<file path="config.mk">
export PLATFORM = sky130hd
export DESIGN_NAME = printer_engine_controller
export DESIGN_NICKNAME = d
export VERILOG_FILES = /design/src/rtl/rx_store.v /design/src/rtl/stepper_seq.v /design/src/rtl/printer_engine_controller.v
export VERILOG_INCLUDE_DIRS = /design/src /design/src/rtl
export SDC_FILE = /design/constraint.sdc
export NUM_CORES = 2
export LEC_CHECK = 0
export BUFFER_PORTS_ARGS = -buffer_cell sky130_fd_sc_hd__buf_2
export CAP_MARGIN = 10
export CORE_MARGIN = 10
export CORE_UTILIZATION = 60
export DETAILED_ROUTE_END_ITERATION = 7
export PLACE_DENSITY = 0.77
export SYNTH_ARGS = -nofsm -noshare
export SYNTH_HDL_FRONTEND = slang
export SYNTH_SLANG_ARGS = --single-unit
</file>
<file path="constraint.sdc">
create_clock -name pclk -period 7.91 [get_ports pclk]
set_clock_uncertainty 0.15 [all_clocks]
set_input_delay 0.791 -clock pclk [delete_from_list [all_inputs] [get_ports pclk]]
set_output_delay 0.791 -clock pclk [all_outputs]
set_load 0.005 [all_outputs]
</file>
<file path="src/rtl/printer_engine_defines.vh">
// printer_engine_defines.vh: offsets, field positions, reset values, timing counts
// assumes: included by the print engine design files; clock is 125 MHz
`ifndef PRINTER_ENGINE_DEFINES_VH
`define PRINTER_ENGINE_DEFINES_VH

// ----------------------------------------------------------------
// clock and times
// ----------------------------------------------------------------
`define CLK_MHZ           125
`define CARR_STEP_NS      2080000
`define SLOW_STEP_NS      4160000
`define SOL_PULSE_NS      400000
`define NS_TO_CYC(ns)     (((ns) * `CLK_MHZ) / 1000)

// ----------------------------------------------------------------
// register byte offsets
// ----------------------------------------------------------------
`define OFF_CTRL          12'h000
`define OFF_STATUS        12'h004
`define OFF_IRQ_STAT      12'h008
`define OFF_IRQ_MASK      12'h00C
`define OFF_RX_DATA       12'h010
`define OFF_HEAD          12'h014
`define OFF_CARR_CMD      12'h018
`define OFF_FEED_CMD      12'h01C
`define OFF_LEVEL         12'h020

// ----------------------------------------------------------------
// control register fields
// ----------------------------------------------------------------
`define CTRL_MODE_BIT     0
`define CTRL_COND_BIT     1
`define CTRL_HOME_BIT     2

// ----------------------------------------------------------------
// command fields (carriage and feed step command)
// ----------------------------------------------------------------
`define CMD_DIR_BIT       16
`define CMD_CNT_W         16

// ----------------------------------------------------------------
// interrupt status bits
// ----------------------------------------------------------------
`define IRQ_RX_BIT        0
`define IRQ_CARR_BIT      1
`define IRQ_FEED_BIT      2
`define IRQ_HOME_BIT      3
`define IRQ_PAPER_BIT     4
`define IRQ_PFAIL_BIT     5
`define IRQ_OVF_BIT       6
`define IRQ_W             7

// ----------------------------------------------------------------
// reset values
// ----------------------------------------------------------------
`define PHASE_RST         4'h3
`define CTRL_RST          3'h0

`endif

</file>
<file path="src/rtl/rx_store.v">
// rx_store.v: byte store for received host characters
// assumes: single clock, one write port and one read port, registered read data
`timescale 1ns/1ps

module rx_store #(
  parameter AW = 8,                       // address width
  parameter DW = 8                        // data width
) (
  input  wire          pclk,              // clock
  input  wire          we,                // write enable
  input  wire [AW-1:0] waddr,             // write address
  input  wire [DW-1:0] wdata,             // write data
  input  wire [AW-1:0] raddr,             // read address
  output reg  [DW-1:0] rdata              // registered read data
);

  reg [DW-1:0] mem [0:(1<<AW)-1];         // storage array

  // ----------------------------------------------------------------
  // write and registered read
  // ----------------------------------------------------------------
  always @(posedge pclk) begin
    if (we) begin
      mem[waddr] <= wdata;
    end
    rdata <= mem[raddr];
  end

endmodule // rx_store

</file>
<file path="src/rtl/stepper_seq.v">
// stepper_seq.v: two-phase-on sequencer for one four-phase stepper
// assumes: pclk domain; start is a one-cycle pulse taken only while idle
`timescale 1ns/1ps
`include "printer_engine_defines.vh"

module stepper_seq #(
  parameter CW = 20                       // step timer width
) (
  input  wire          pclk,              // clock
  input  wire          presetn,           // async reset, active low
  input  wire          halt,              // force idle (power fail)
  input  wire          start,             // begin a move
  input  wire          dir,               // 1: reverse order
  input  wire [15:0]   steps,             // steps to make
  input  wire [CW-1:0] period,            // cycles per step
  output reg  [3:0]    phase_r,           // phases a..d
  output reg           busy_r,            // moving
  output reg           done_r             // one-cycle pulse at end of move
);

  reg [CW-1:0] tmr_r;                     // step timer
  reg [15:0]   left_r;                    // steps remaining

  // rotate adjacent pair one position
  function [3:0] rot;
    input [3:0] p;
    input       d;
    begin
      rot = d ? {p[0], p[3:1]} : {p[2:0], p[3]};
    end
  endfunction

  // ----------------------------------------------------------------
  // sequencer
  // ----------------------------------------------------------------
  always @(posedge pclk or negedge presetn) begin
    if (!presetn) begin
      phase_r <= `PHASE_RST;
      busy_r  <= 1'b0;
      done_r  <= 1'b0;
      tmr_r   <= {CW{1'b0}};
      left_r  <= 16'h0000;
    end else begin
      done_r <= 1'b0;
      if (halt) begin
        busy_r <= 1'b0;
      end else if (!busy_r) begin
        if (start && steps != 16'h0000) begin
          busy_r  <= 1'b1;
          left_r  <= steps;
          tmr_r   <= period;
          phase_r <= rot(phase_r, dir);
        end
      end else if (tmr_r > {{(CW-1){1'b0}}, 1'b1}) begin
        tmr_r <= tmr_r - {{(CW-1){1'b0}}, 1'b1};
      end else if (left_r == 16'h0001) begin
        busy_r <= 1'b0;
        done_r <= 1'b1;
      end else begin
        left_r  <= left_r - 16'h0001;
        tmr_r   <= period;
        phase_r <= rot(phase_r, dir);
      end
    end
  end

endmodule // stepper_seq

</file>
<file path="src/rtl/printer_engine_controller.v">
// printer_engine_controller.v: host byte port, print head and stepper control
// assumes: APB slave on pclk; mechanism and host pins are asynchronous
//
// Operation
// - drive solenoids, phases, current limit outputs
// - host port needs strobed mode before accepting
// - host strobes once per character on bit2
// - eight data bits taken from host port
// - capture data on strobe trailing edge
// - ready output on bit1 after capture
// - characters kept in 256-byte store
// - nine solenoids on port plus bit4
// - steppers energise two adjacent phases always (phase outputs are all off while in reset)
// - carriage step 2.08 ms for normal
// - carriage step 4.16 ms when condensed
// - feed step always 4.16 ms
// - idle motor asserts its current limit
// - power fail resets, solenoids held off
// - solenoid pulse about 0.4 ms
// - home carriage at reset or init
//
// Register access over APB and the placing of the registers were left to the implementer.
`timescale 1ns/1ps
`include "printer_engine_defines.vh"

module printer_engine_controller #(
  parameter CARR_CYC = `NS_TO_CYC(`CARR_STEP_NS),  // normal carriage step
  parameter SLOW_CYC = `NS_TO_CYC(`SLOW_STEP_NS),  // condensed / feed step
  parameter SOL_CYC  = `NS_TO_CYC(`SOL_PULSE_NS),  // solenoid pulse
  parameter HOME_MAX = 16'h0400                    // homing step limit
) (
  input  wire        pclk,                // clock
  input  wire        presetn,             // async reset, active low
  input  wire        psel,                // apb select
  input  wire        penable,             // apb enable
  input  wire        pwrite,              // apb write
  input  wire [11:0] paddr,               // apb address
  input  wire [31:0] pwdata,              // apb write data
  output reg  [31:0] prdata,              // apb read data
  output reg         pready,              // apb ready
  output reg         pslverr,             // apb error
  input  wire [7:0]  host_data_port,      // host character
  input  wire        portc_bit2,          // host strobe, active low pulse
  output reg         portc_bit1,          // ready handshake
  output reg  [7:0]  solenoid_port,       // solenoids 1..8
  output reg         portc_bit4,          // solenoid 9
  output reg         carriage_phase_a,    // carriage phase a
  output reg         carriage_phase_b,    // carriage phase b
  output reg         carriage_phase_c,    // carriage phase c
  output reg         carriage_phase_d,    // carriage phase d
  output reg         feed_phase_a,        // feed phase a
  output reg         feed_phase_b,        // feed phase b
  output reg         feed_phase_c,        // feed phase c
  output reg         feed_phase_d,        // feed phase d
  output reg         carriage_current_limit, // carriage idle reduction
  output reg         feed_current_limit,  // feed idle reduction
  input  wire        head_timing_pulse,   // head position timing
  input  wire        home_position_sense, // high at left end
  input  wire        paper_out_sense,     // high when paper absent
  input  wire        power_fail_sense,    // high while 24 V rail is low
  output reg         irq                  // level interrupt
);

  localparam CW = 20;                     // step timer width
  localparam SW = 16;                     // solenoid timer width

  // ----------------------------------------------------------------
  // input synchronisers
  // ----------------------------------------------------------------
  reg [5:0] s1_r;                         // first stage
  reg [5:0] s2_r;                         // second stage
  reg [5:0] s3_r;                         // delayed for edges
  reg [7:0] d1_r;                         // data first stage
  reg [7:0] d2_r;                         // data second stage

  always @(posedge pclk or negedge presetn) begin
    if (!presetn) begin
      s1_r <= 6'h01;
      s2_r <= 6'h01;
      s3_r <= 6'h01;
      d1_r <= 8'h00;
      d2_r <= 8'h00;
    end else begin
      s1_r <= {power_fail_sense, paper_out_sense, home_position_sense,
               head_timing_pulse, 1'b0, portc_bit2};
      s2_r <= s1_r;
      s3_r <= s2_r;
      d1_r <= host_data_port;
      d2_r <= d1_r;
    end
  end

  wire stb_rise   = s2_r[0] & ~s3_r[0];   // strobe trailing edge
  wire tim_rise   = s2_r[2] & ~s3_r[2];   // timing pulse edge
  wire home_now   = s2_r[3];              // at left end
  wire paper_out  = s2_r[4];              // no paper
  wire pfail      = s2_r[5];              // supply low

  // ----------------------------------------------------------------
  // registers
  // ----------------------------------------------------------------
  reg  [2:0]          ctrl_r;             // mode, condensed, home request
  reg  [`IRQ_W-1:0]   ist_r;              // sticky events
  reg  [`IRQ_W-1:0]   imask_r;            // enable mask
  reg  [8:0]          head_r;             // dots to fire
  reg                 head_go_r;          // fire request
  reg  [7:0]          wp_r;               // store write pointer
  reg  [7:0]          rp_r;               // store read pointer
  reg  [8:0]          lvl_r;              // characters held
  reg  [SW-1:0]       sol_t_r;            // solenoid timer
  reg                 home_busy_r;        // homing in progress
  reg                 c_start_r;          // carriage start pulse
  reg                 c_dir_r;            // carriage direction
  reg  [15:0]         c_steps_r;          // carriage steps
  reg                 f_start_r;          // feed start pulse
  reg  [15:0]         f_steps_r;          // feed steps
  wire [7:0]          rd_byte;            // store read data
  wire [3:0]          c_ph;               // carriage phases
  wire [3:0]          f_ph;               // feed phases
  wire                c_busy;             // carriage moving
  wire                c_done;             // carriage move finished
  wire                f_busy;             // feed moving
  wire                f_done;             // feed move finished

  wire acc    = psel & penable;           // access phase
  wire wr     = acc & pwrite;             // write strobe
  wire rd     = acc & ~pwrite;            // read strobe
  wire mode   = ctrl_r[`CTRL_MODE_BIT];
  wire full   = lvl_r[8];
  wire take   = stb_rise & mode & ~pfail;
  wire store  = take & ~full;             // byte written into store
  wire pop    = rd & (paddr == `OFF_RX_DATA) & (lvl_r != 9'h000);

  // decode of a known offset
  function mapped;
    input [11:0] a;
    begin
      mapped = (a == `OFF_CTRL) || (a == `OFF_STATUS) || (a == `OFF_IRQ_STAT) ||
               (a == `OFF_IRQ_MASK) || (a == `OFF_RX_DATA) || (a == `OFF_HEAD) ||
               (a == `OFF_CARR_CMD) || (a == `OFF_FEED_CMD) || (a == `OFF_LEVEL);
    end
  endfunction

  // ----------------------------------------------------------------
  // character store
  // ----------------------------------------------------------------
  rx_store #(.AW(8), .DW(8)) u_store (
    .pclk  (pclk),
    .we    (store),
    .waddr (wp_r),
    .wdata (d2_r),
    .raddr (rp_r),
    .rdata (rd_byte)
  );

  // ----------------------------------------------------------------
  // stepper sequencers
  // ----------------------------------------------------------------
  wire [CW-1:0] c_per = ctrl_r[`CTRL_COND_BIT] ? SLOW_CYC[CW-1:0]
                                               : CARR_CYC[CW-1:0];
  // homing stops the carriage as soon as the left end is seen, no overshoot
  wire          c_halt = pfail | (home_busy_r & home_now);

  stepper_seq #(.CW(CW)) u_carr (
    .pclk    (pclk),
    .presetn (presetn),
    .halt    (c_halt),
    .start   (c_start_r),
    .dir     (c_dir_r),
    .steps   (c_steps_r),
    .period  (c_per),
    .phase_r (c_ph),
    .busy_r  (c_busy),
    .done_r  (c_done)
  );

  stepper_seq #(.CW(CW)) u_feed (
    .pclk    (pclk),
    .presetn (presetn),
    .halt    (pfail),
    .start   (f_start_r),
    .dir     (1'b0),
    .steps   (f_steps_r),
    .period  (SLOW_CYC[CW-1:0]),
    .phase_r (f_ph),
    .busy_r  (f_busy),
    .done_r  (f_done)
  );

  // ----------------------------------------------------------------
  // control, host port, head and homing
  // ----------------------------------------------------------------
  wire [`IRQ_W-1:0] ev = {take & full, pfail, tim_rise & paper_out,
                          home_busy_r & home_now, f_done, c_done, store};

  always @(posedge pclk or negedge presetn) begin
    if (!presetn) begin
      ctrl_r      <= `CTRL_RST;
      ist_r       <= {`IRQ_W{1'b0}};
      imask_r     <= {`IRQ_W{1'b0}};
      head_r      <= 9'h000;
      head_go_r   <= 1'b0;
      wp_r        <= 8'h00;
      rp_r        <= 8'h00;
      lvl_r       <= 9'h000;
      home_busy_r <= 1'b1;                // home after power-on
      c_start_r   <= 1'b0;
      c_dir_r     <= 1'b0;
      c_steps_r   <= 16'h0000;
      f_start_r   <= 1'b0;
      f_steps_r   <= 16'h0000;
      portc_bit1  <= 1'b0;
    end else if (pfail) begin
      // supply low: control, store, ready and homing back to initial state; mask kept, events still set
      ctrl_r      <= `CTRL_RST;
      ist_r       <= ist_r | ev;
      head_go_r   <= 1'b0;
      wp_r        <= 8'h00;
      rp_r        <= 8'h00;
      lvl_r       <= 9'h000;
      home_busy_r <= 1'b1;
      c_start_r   <= 1'b0;
      f_start_r   <= 1'b0;
      portc_bit1  <= 1'b0;
    end else begin
      c_start_r <= 1'b0;
      f_start_r <= 1'b0;
      head_go_r <= 1'b0;
      // sticky events, set wins over write-one clear
      ist_r <= (wr && paddr == `OFF_IRQ_STAT) ? ((ist_r & ~pwdata[`IRQ_W-1:0]) | ev)
                                              : (ist_r | ev);
      // ready: raised on capture, dropped at next strobe edge
      if (take) begin
        portc_bit1 <= 1'b1;
      end else if (s2_r[0] == 1'b0) begin
        portc_bit1 <= 1'b0;
      end
      if (store) begin
        wp_r <= wp_r + 8'h01;
      end
      if (pop) begin
        rp_r <= rp_r + 8'h01;
      end
      if (store && !pop) begin
        lvl_r <= lvl_r + 9'h001;
      end else if (pop && !store) begin
        lvl_r <= lvl_r - 9'h001;
      end
      // homing: step left until home seen
      if (home_busy_r) begin
        if (home_now) begin
          home_busy_r <= 1'b0;
        end else if (!c_busy && !c_start_r) begin
          c_dir_r   <= 1'b1;
          c_steps_r <= HOME_MAX[15:0];
          c_start_r <= 1'b1;
        end
      end
      if (wr) begin
        case (paddr)
          `OFF_CTRL: begin
            ctrl_r <= pwdata[2:0];
            if (pwdata[`CTRL_HOME_BIT]) begin
              home_busy_r <= 1'b1;
            end
          end
          `OFF_IRQ_MASK: begin
            imask_r <= pwdata[`IRQ_W-1:0];
          end
          `OFF_HEAD: begin
            head_r    <= pwdata[8:0];
            head_go_r <= 1'b1;
          end
          `OFF_CARR_CMD: begin
            if (!home_busy_r && !c_busy) begin
              c_dir_r   <= pwdata[`CMD_DIR_BIT];
              c_steps_r <= pwdata[`CMD_CNT_W-1:0];
              c_start_r <= 1'b1;
            end
          end
          `OFF_FEED_CMD: begin
            if (!f_busy) begin
              f_steps_r <= pwdata[`CMD_CNT_W-1:0];
              f_start_r <= 1'b1;
            end
          end
          default: begin
            ctrl_r <= ctrl_r;
          end
        endcase
      end
    end
  end

  // ----------------------------------------------------------------
  // solenoid pulse timer
  // ----------------------------------------------------------------
  always @(posedge pclk or negedge presetn) begin
    if (!presetn) begin
      sol_t_r       <= {SW{1'b0}};
      solenoid_port <= 8'h00;
      portc_bit4    <= 1'b0;
    end else if (pfail) begin
      sol_t_r       <= {SW{1'b0}};
      solenoid_port <= 8'h00;
      portc_bit4    <= 1'b0;
    end else if (head_go_r) begin
      sol_t_r       <= SOL_CYC[SW-1:0];
      solenoid_port <= head_r[7:0];
      portc_bit4    <= head_r[8];
    end else if (sol_t_r > {{(SW-1){1'b0}}, 1'b1}) begin
      sol_t_r <= sol_t_r - {{(SW-1){1'b0}}, 1'b1};
    end else begin
      sol_t_r       <= {SW{1'b0}};
      solenoid_port <= 8'h00;
      portc_bit4    <= 1'b0;
    end
  end

  // ----------------------------------------------------------------
  // motor outputs, apb answer, interrupt
  // ----------------------------------------------------------------
  always @(posedge pclk or negedge presetn) begin
    if (!presetn) begin
      {carriage_phase_d, carriage_phase_c, carriage_phase_b, carriage_phase_a} <= 4'h0;
      {feed_phase_d, feed_phase_c, feed_phase_b, feed_phase_a} <= 4'h0;
      carriage_current_limit <= 1'b1;
      feed_current_limit     <= 1'b1;
      prdata  <= 32'h0000_0000;
      pready  <= 1'b0;
      pslverr <= 1'b0;
      irq     <= 1'b0;
    end else begin
      {carriage_phase_d, carriage_phase_c, carriage_phase_b, carriage_phase_a} <= c_ph;
      {feed_phase_d, feed_phase_c, feed_phase_b, feed_phase_a} <= f_ph;
      carriage_current_limit <= ~c_busy;
      feed_current_limit     <= ~f_busy;
      irq     <= |(ist_r & imask_r);
      pready  <= psel & ~pready;          // ready in first access cycle, no wait state
      pslverr <= psel & ~pready & ~mapped(paddr);
      if (psel && !pwrite) begin
        case (paddr)
          `OFF_CTRL:     prdata <= {29'h0, ctrl_r};
          `OFF_STATUS:   prdata <= {24'h0, pfail, paper_out, home_now, home_busy_r,
                                    f_busy, c_busy, full, portc_bit1};
          `OFF_IRQ_STAT: prdata <= {25'h0, ist_r};
          `OFF_IRQ_MASK: prdata <= {25'h0, imask_r};
          `OFF_RX_DATA:  prdata <= {24'h0, rd_byte};
          `OFF_HEAD:     prdata <= {23'h0, head_r};
          `OFF_LEVEL:    prdata <= {23'h0, lvl_r};
          default:       prdata <= 32'h0000_0000;
        endcase
      end
    end
  end

endmodule // printer_engine_controller

</file>
==> flow_results.org <==
** Status
- The flow ran to the end, and the final reports show no timing, DRC or antenna violations.

** Drt
- Pre-antenna DRT Iters :: 6
- Detail Route Antenna Nets :: 0
- In the final routed layout, each cell accounts on average for 31.1 um.
- Drt initial violations :: 7,047
- Number of vias after detailed routing :: 48,732
- The final layout contains routed wiring with a total length of 224 mm.
- Mean number of vias per cell :: 6.79
- DRC Markers :: 0

** Run
- Max-cap violations in this run came to 0.

** Final layout
- The top cell types in the final layout, fill and taps aside, are sky130_fd_sc_hd__edfxtp_1, sky130_fd_sc_hd__mux4_2, sky130_fd_sc_hd__nor2_1.
- Number of nets at the end of the flow :: 5,054
- Of the cells placed in the final design, the portion with a size suffix greater than 1 is 0.201.
- Area growth, synth to finish :: 10.8%
- The library cell used most frequently in the layout, excluding fill and tap cells, is sky130_fd_sc_hd__edfxtp_1.

** Worst setup path
- Path type of the worst setup path :: reg2reg
- Register-to-Register Path Depth :: 8
- Worst reg2reg setup slack :: 2.98 ns
- Data required, critical path :: 8.45 ns
- Worst path arrival time :: 5.47 ns
- Termination of the worst setup path :: u_store.rdata[6]
- The worst setup path is captured at a flip-flop.
- STA classifies the critical path startpoint as a flip-flop.
- Master of the slowest instance on the critical path :: sky130_fd_sc_hd__nor4_1
- The endpoint identified for the worst register-to-register timing path is u_store.rdata[6].
- Of all nets on the critical path, the largest fanout is 75.
- Walking the worst path, the cells encountered are buf_12, buf_4, mux4_2, a22oi_1, a21oi_1, nor4_1, or3_1, o31ai_1.
- Crit path from :: rp_r[0]
- In this design, the stage delay of the slowest critical-path cell is 0.93 ns.
- Start of the worst register-to-register path :: rp_r[0]

** Floorplan
- In this run the standard cell core region covers 0.150 mm2.
- Floorplan die width :: 409 um
- Initial core utilization :: 0.604
- Floorplan die area :: 0.167 mm2
- The initialized floorplan defines 142 standard-cell rows.
- Pin placement for this block handled 117 I/O pins.
- Die height :: 409 um

** GRT
- Across every metal layer, demand over resource in global routing totals 0.265.
- Via count of the first global-routing pass :: 48,576
- Global routing finished with a remaining overflow of 0.
- The first global-routing pass estimated 329 mm of wire.
- The initial antenna violation count came to 3.
- Entering global routing, the biggest net connects 211 pins.

** Clock tree
- Hold_buf cts :: 14
- Clock tree synthesis found a total of 2,304 sinks.
- Clock root buffer :: sky130_fd_sc_hd__clkbuf_16
- After clock tree synthesis, the clock-pin slew on the worst setup and hold paths is 0.07 ns.
- The H-tree generated during clock tree synthesis spans 4 levels.
- Number of setup buffers added after CTS :: 0
- Clock tree synthesis inserted a total of 218 buffers.
- # resized after CTS :: 0
- Counting along the longest clock path gives a buffer depth of 3.
- TritonCTS built the clock tree.
- Clock insertion delay at the later pin of the skew report :: 0.85 ns

** Yosys
- Average cell area after synthesis :: 18.7 um2
- Synth warnings :: 0
- By area the synthesized netlist is led by sky130_fd_sc_hd__edfxtp_1, sky130_fd_sc_hd__mux4_2, sky130_fd_sc_hd__dfrtp_1.
- Synth Flop Type :: sky130_fd_sc_hd__edfxtp_1
- Of the total synthesized cell area, the portion taken by full adders, half adders and majority gates is 0.00340.
- Cell Area, Synth :: 0.0906 mm2
- Synthesis instantiated 83 different standard cells from the library.
- After synthesis the netlist holds a flip-flop and latch count of 2,304.
- Sequential element share of the synthesized area :: 0.749
- The complex-gate fraction of the synthesized area is 0.0488.
- Mapped Cells :: 4,841
- The portion of synthesized area spent on multiplexers is 0.135.
- Largest family of logic cells by synthesized area :: multiplexers
- Xor/xnor share of the synthesized area :: 0.00512
- Of all cell types, the one taking the most synthesized area is sky130_fd_sc_hd__edfxtp_1.
- Of the total synthesized cell area, the portion taken by AND, OR, NAND and NOR gates is 0.0412.
- Number of enable flip-flop cells after synthesis :: 2,048
- Share of synthesized registers carrying an async set or reset :: 0.108
- The share of synthesized area in the top cell type comes to 0.679.

** STA
- Endpoints failing hold :: 0
- The routed design could run at a clock period as short as 4.93 ns.
- The max-slew violation total from the final report was 0.
- Based on the critical path, the design can be clocked at up to 0.203 GHz.
- Measured against its own limit, the worst slew margin works out to 0.124.
- For the pin with the worst max-slew slack, the measured transition is 1.31 ns.
- Dividing the final minimum period by the clock period gives 0.623.
- Setup repair after global routing left no endpoint under its margin.
- Setup violations remaining at the end of the flow were counted as 0.
- Hold is met by 0.0723 ns.
- For the final routed database, the setup TNS stands at 0 ns.

** Placement
- Half-perimeter wire length of the detailed placement result :: 131 mm
- In this run the tool buffered the top-level ports with 78 buffer cells.
- Gpl congestion :: 0.885

** Power
- Across the VDD grid, the largest voltage drop is 0.232 mV.
- Total power for the finished layout comes to 24.4 mW.
- Power spread over the standard cell area amounts to 243 mW/mm2.
- Static Leakage :: 31.9 nW

** Worst hold path
- The tightest min-delay check is of the in2reg type.
==> where the power goes <==
group	internal (mW)	total, mW	switching [mW]
registers	13.3	13.5	0.144
clock network	5.79	10.3	4.55
logic	0.183	0.566	0.383
total	19.3	24.4	5.08
==> cells in the mapped netlist (15+ instances only) <==
cell                       instances
sky130_fd_sc_hd__a221oi_1         72
sky130_fd_sc_hd__xnor2_1          26
sky130_fd_sc_hd__buf_4            57
sky130_fd_sc_hd__buf_1            22
sky130_fd_sc_hd__mux2_2           37
sky130_fd_sc_hd__a22oi_1          96
sky130_fd_sc_hd__a21o_1           15
sky130_fd_sc_hd__nand3_1          62
sky130_fd_sc_hd__buf_2            46
sky130_fd_sc_hd__xor2_1           27
sky130_fd_sc_hd__nand4_1          18
sky130_fd_sc_hd__or3_1            24
sky130_fd_sc_hd__mux2i_1         176
sky130_fd_sc_hd__o22ai_1          65
sky130_fd_sc_hd__edfxtp_1       2048
sky130_fd_sc_hd__nand2_1         154
sky130_fd_sc_hd__ha_1             23
sky130_fd_sc_hd__a22o_1           51
sky130_fd_sc_hd__dfrtp_1         238
sky130_fd_sc_hd__nor2b_1          17
sky130_fd_sc_hd__a211oi_1         33
sky130_fd_sc_hd__mux4_2          448
sky130_fd_sc_hd__nor3_1           46
sky130_fd_sc_hd__o21ai_0         113
sky130_fd_sc_hd__nor2_1          375
sky130_fd_sc_hd__inv_1            38
sky130_fd_sc_hd__nor4_1           33
sky130_fd_sc_hd__clkbuf_1        167
sky130_fd_sc_hd__a21oi_1         128
==> cells by family after synthesis <==
group	count (synthesis)
flip-flops	2304
AND/OR/NAND/NOR	814
multiplexers	661
AO/OA/AOI/OAI	651
buffers and inverters	333
XOR/XNOR	53
adder cells (fa/ha/maj)	24
other	1
==> layout make-up <==
class,instances,area [um2]
antenna,4,10.0
clock buffer,264,5760
clock inverter,145,1330
fill,9349,49600
inverter,39,148
multi-input combinational,2226,21300
sequential,2304,67900
tap,2016,2520
timing repair buffer,179,1330
==> flip-flops by register name (all words and copies together) (netlist names), 9 cells and up <==
register and flops:
c_steps_r 16, u_carr.left_r 16, u_store.mem 2048, u_feed.left_r 16, u_carr.tmr_r 20, u_feed.tmr_r 20, f_steps_r 16, head_r 9
sol_t_r 16, lvl_r 9, prdata 9
==> through the flow <==
step | worst slack, ns | std cells | instance area, um2 | util
final | 2.98 | 7177 | 100000 | 0.669
after global routing | 2.84 | 7173 | 100000 | 0.669
after CTS | 3.19 | 7173 | 100000 | 0.669
after detailed placement | 2.43 | 6750 | 93100 | 0.621
after global placement | 2.59 | 6750 | 93100 | 0.621
after floorplan | 3.75 | 4863 | 90700 | -
==> worst min path at each step <==
stage,start,end,slack [ns],cells past startpoint
floorplan,d1_r[0],d2_r[0],0.18,0
global placement,d1_r[2],d2_r[2],0.18,0
detailed placement,d1_r[3],d2_r[3],0.19,0
CTS,pwdata[10],f_steps_r[10],0.01,2
global route,pwdata[10],f_steps_r[10],0.06,2
finish,pwdata[10],f_steps_r[10],0.07,2
==> worst max-delay path: cells and delay by family, from the launching register on <==
kind	cells	cell delay (ns)
muxes	1	0.60
and+or+nand+nor	2	1.15
DFF	1	0.90
buffers and inverters	2	1.16
AOI/OAI and AO/OA	3	0.64
==> metal layers <==
layer / global-route usage / vias to the layer above / share of wire
met5: 0 / - / 0.00012
met4: 0.125 / 4 / 0.054
met3: 0.0726 / 604 / 0.12
met2: 0.406 / 3294 / 0.47
met1: 0.357 / 24943 / 0.36
li1: - / 19887 / -
No activity file was read; power rests on OpenSTA's default activity.
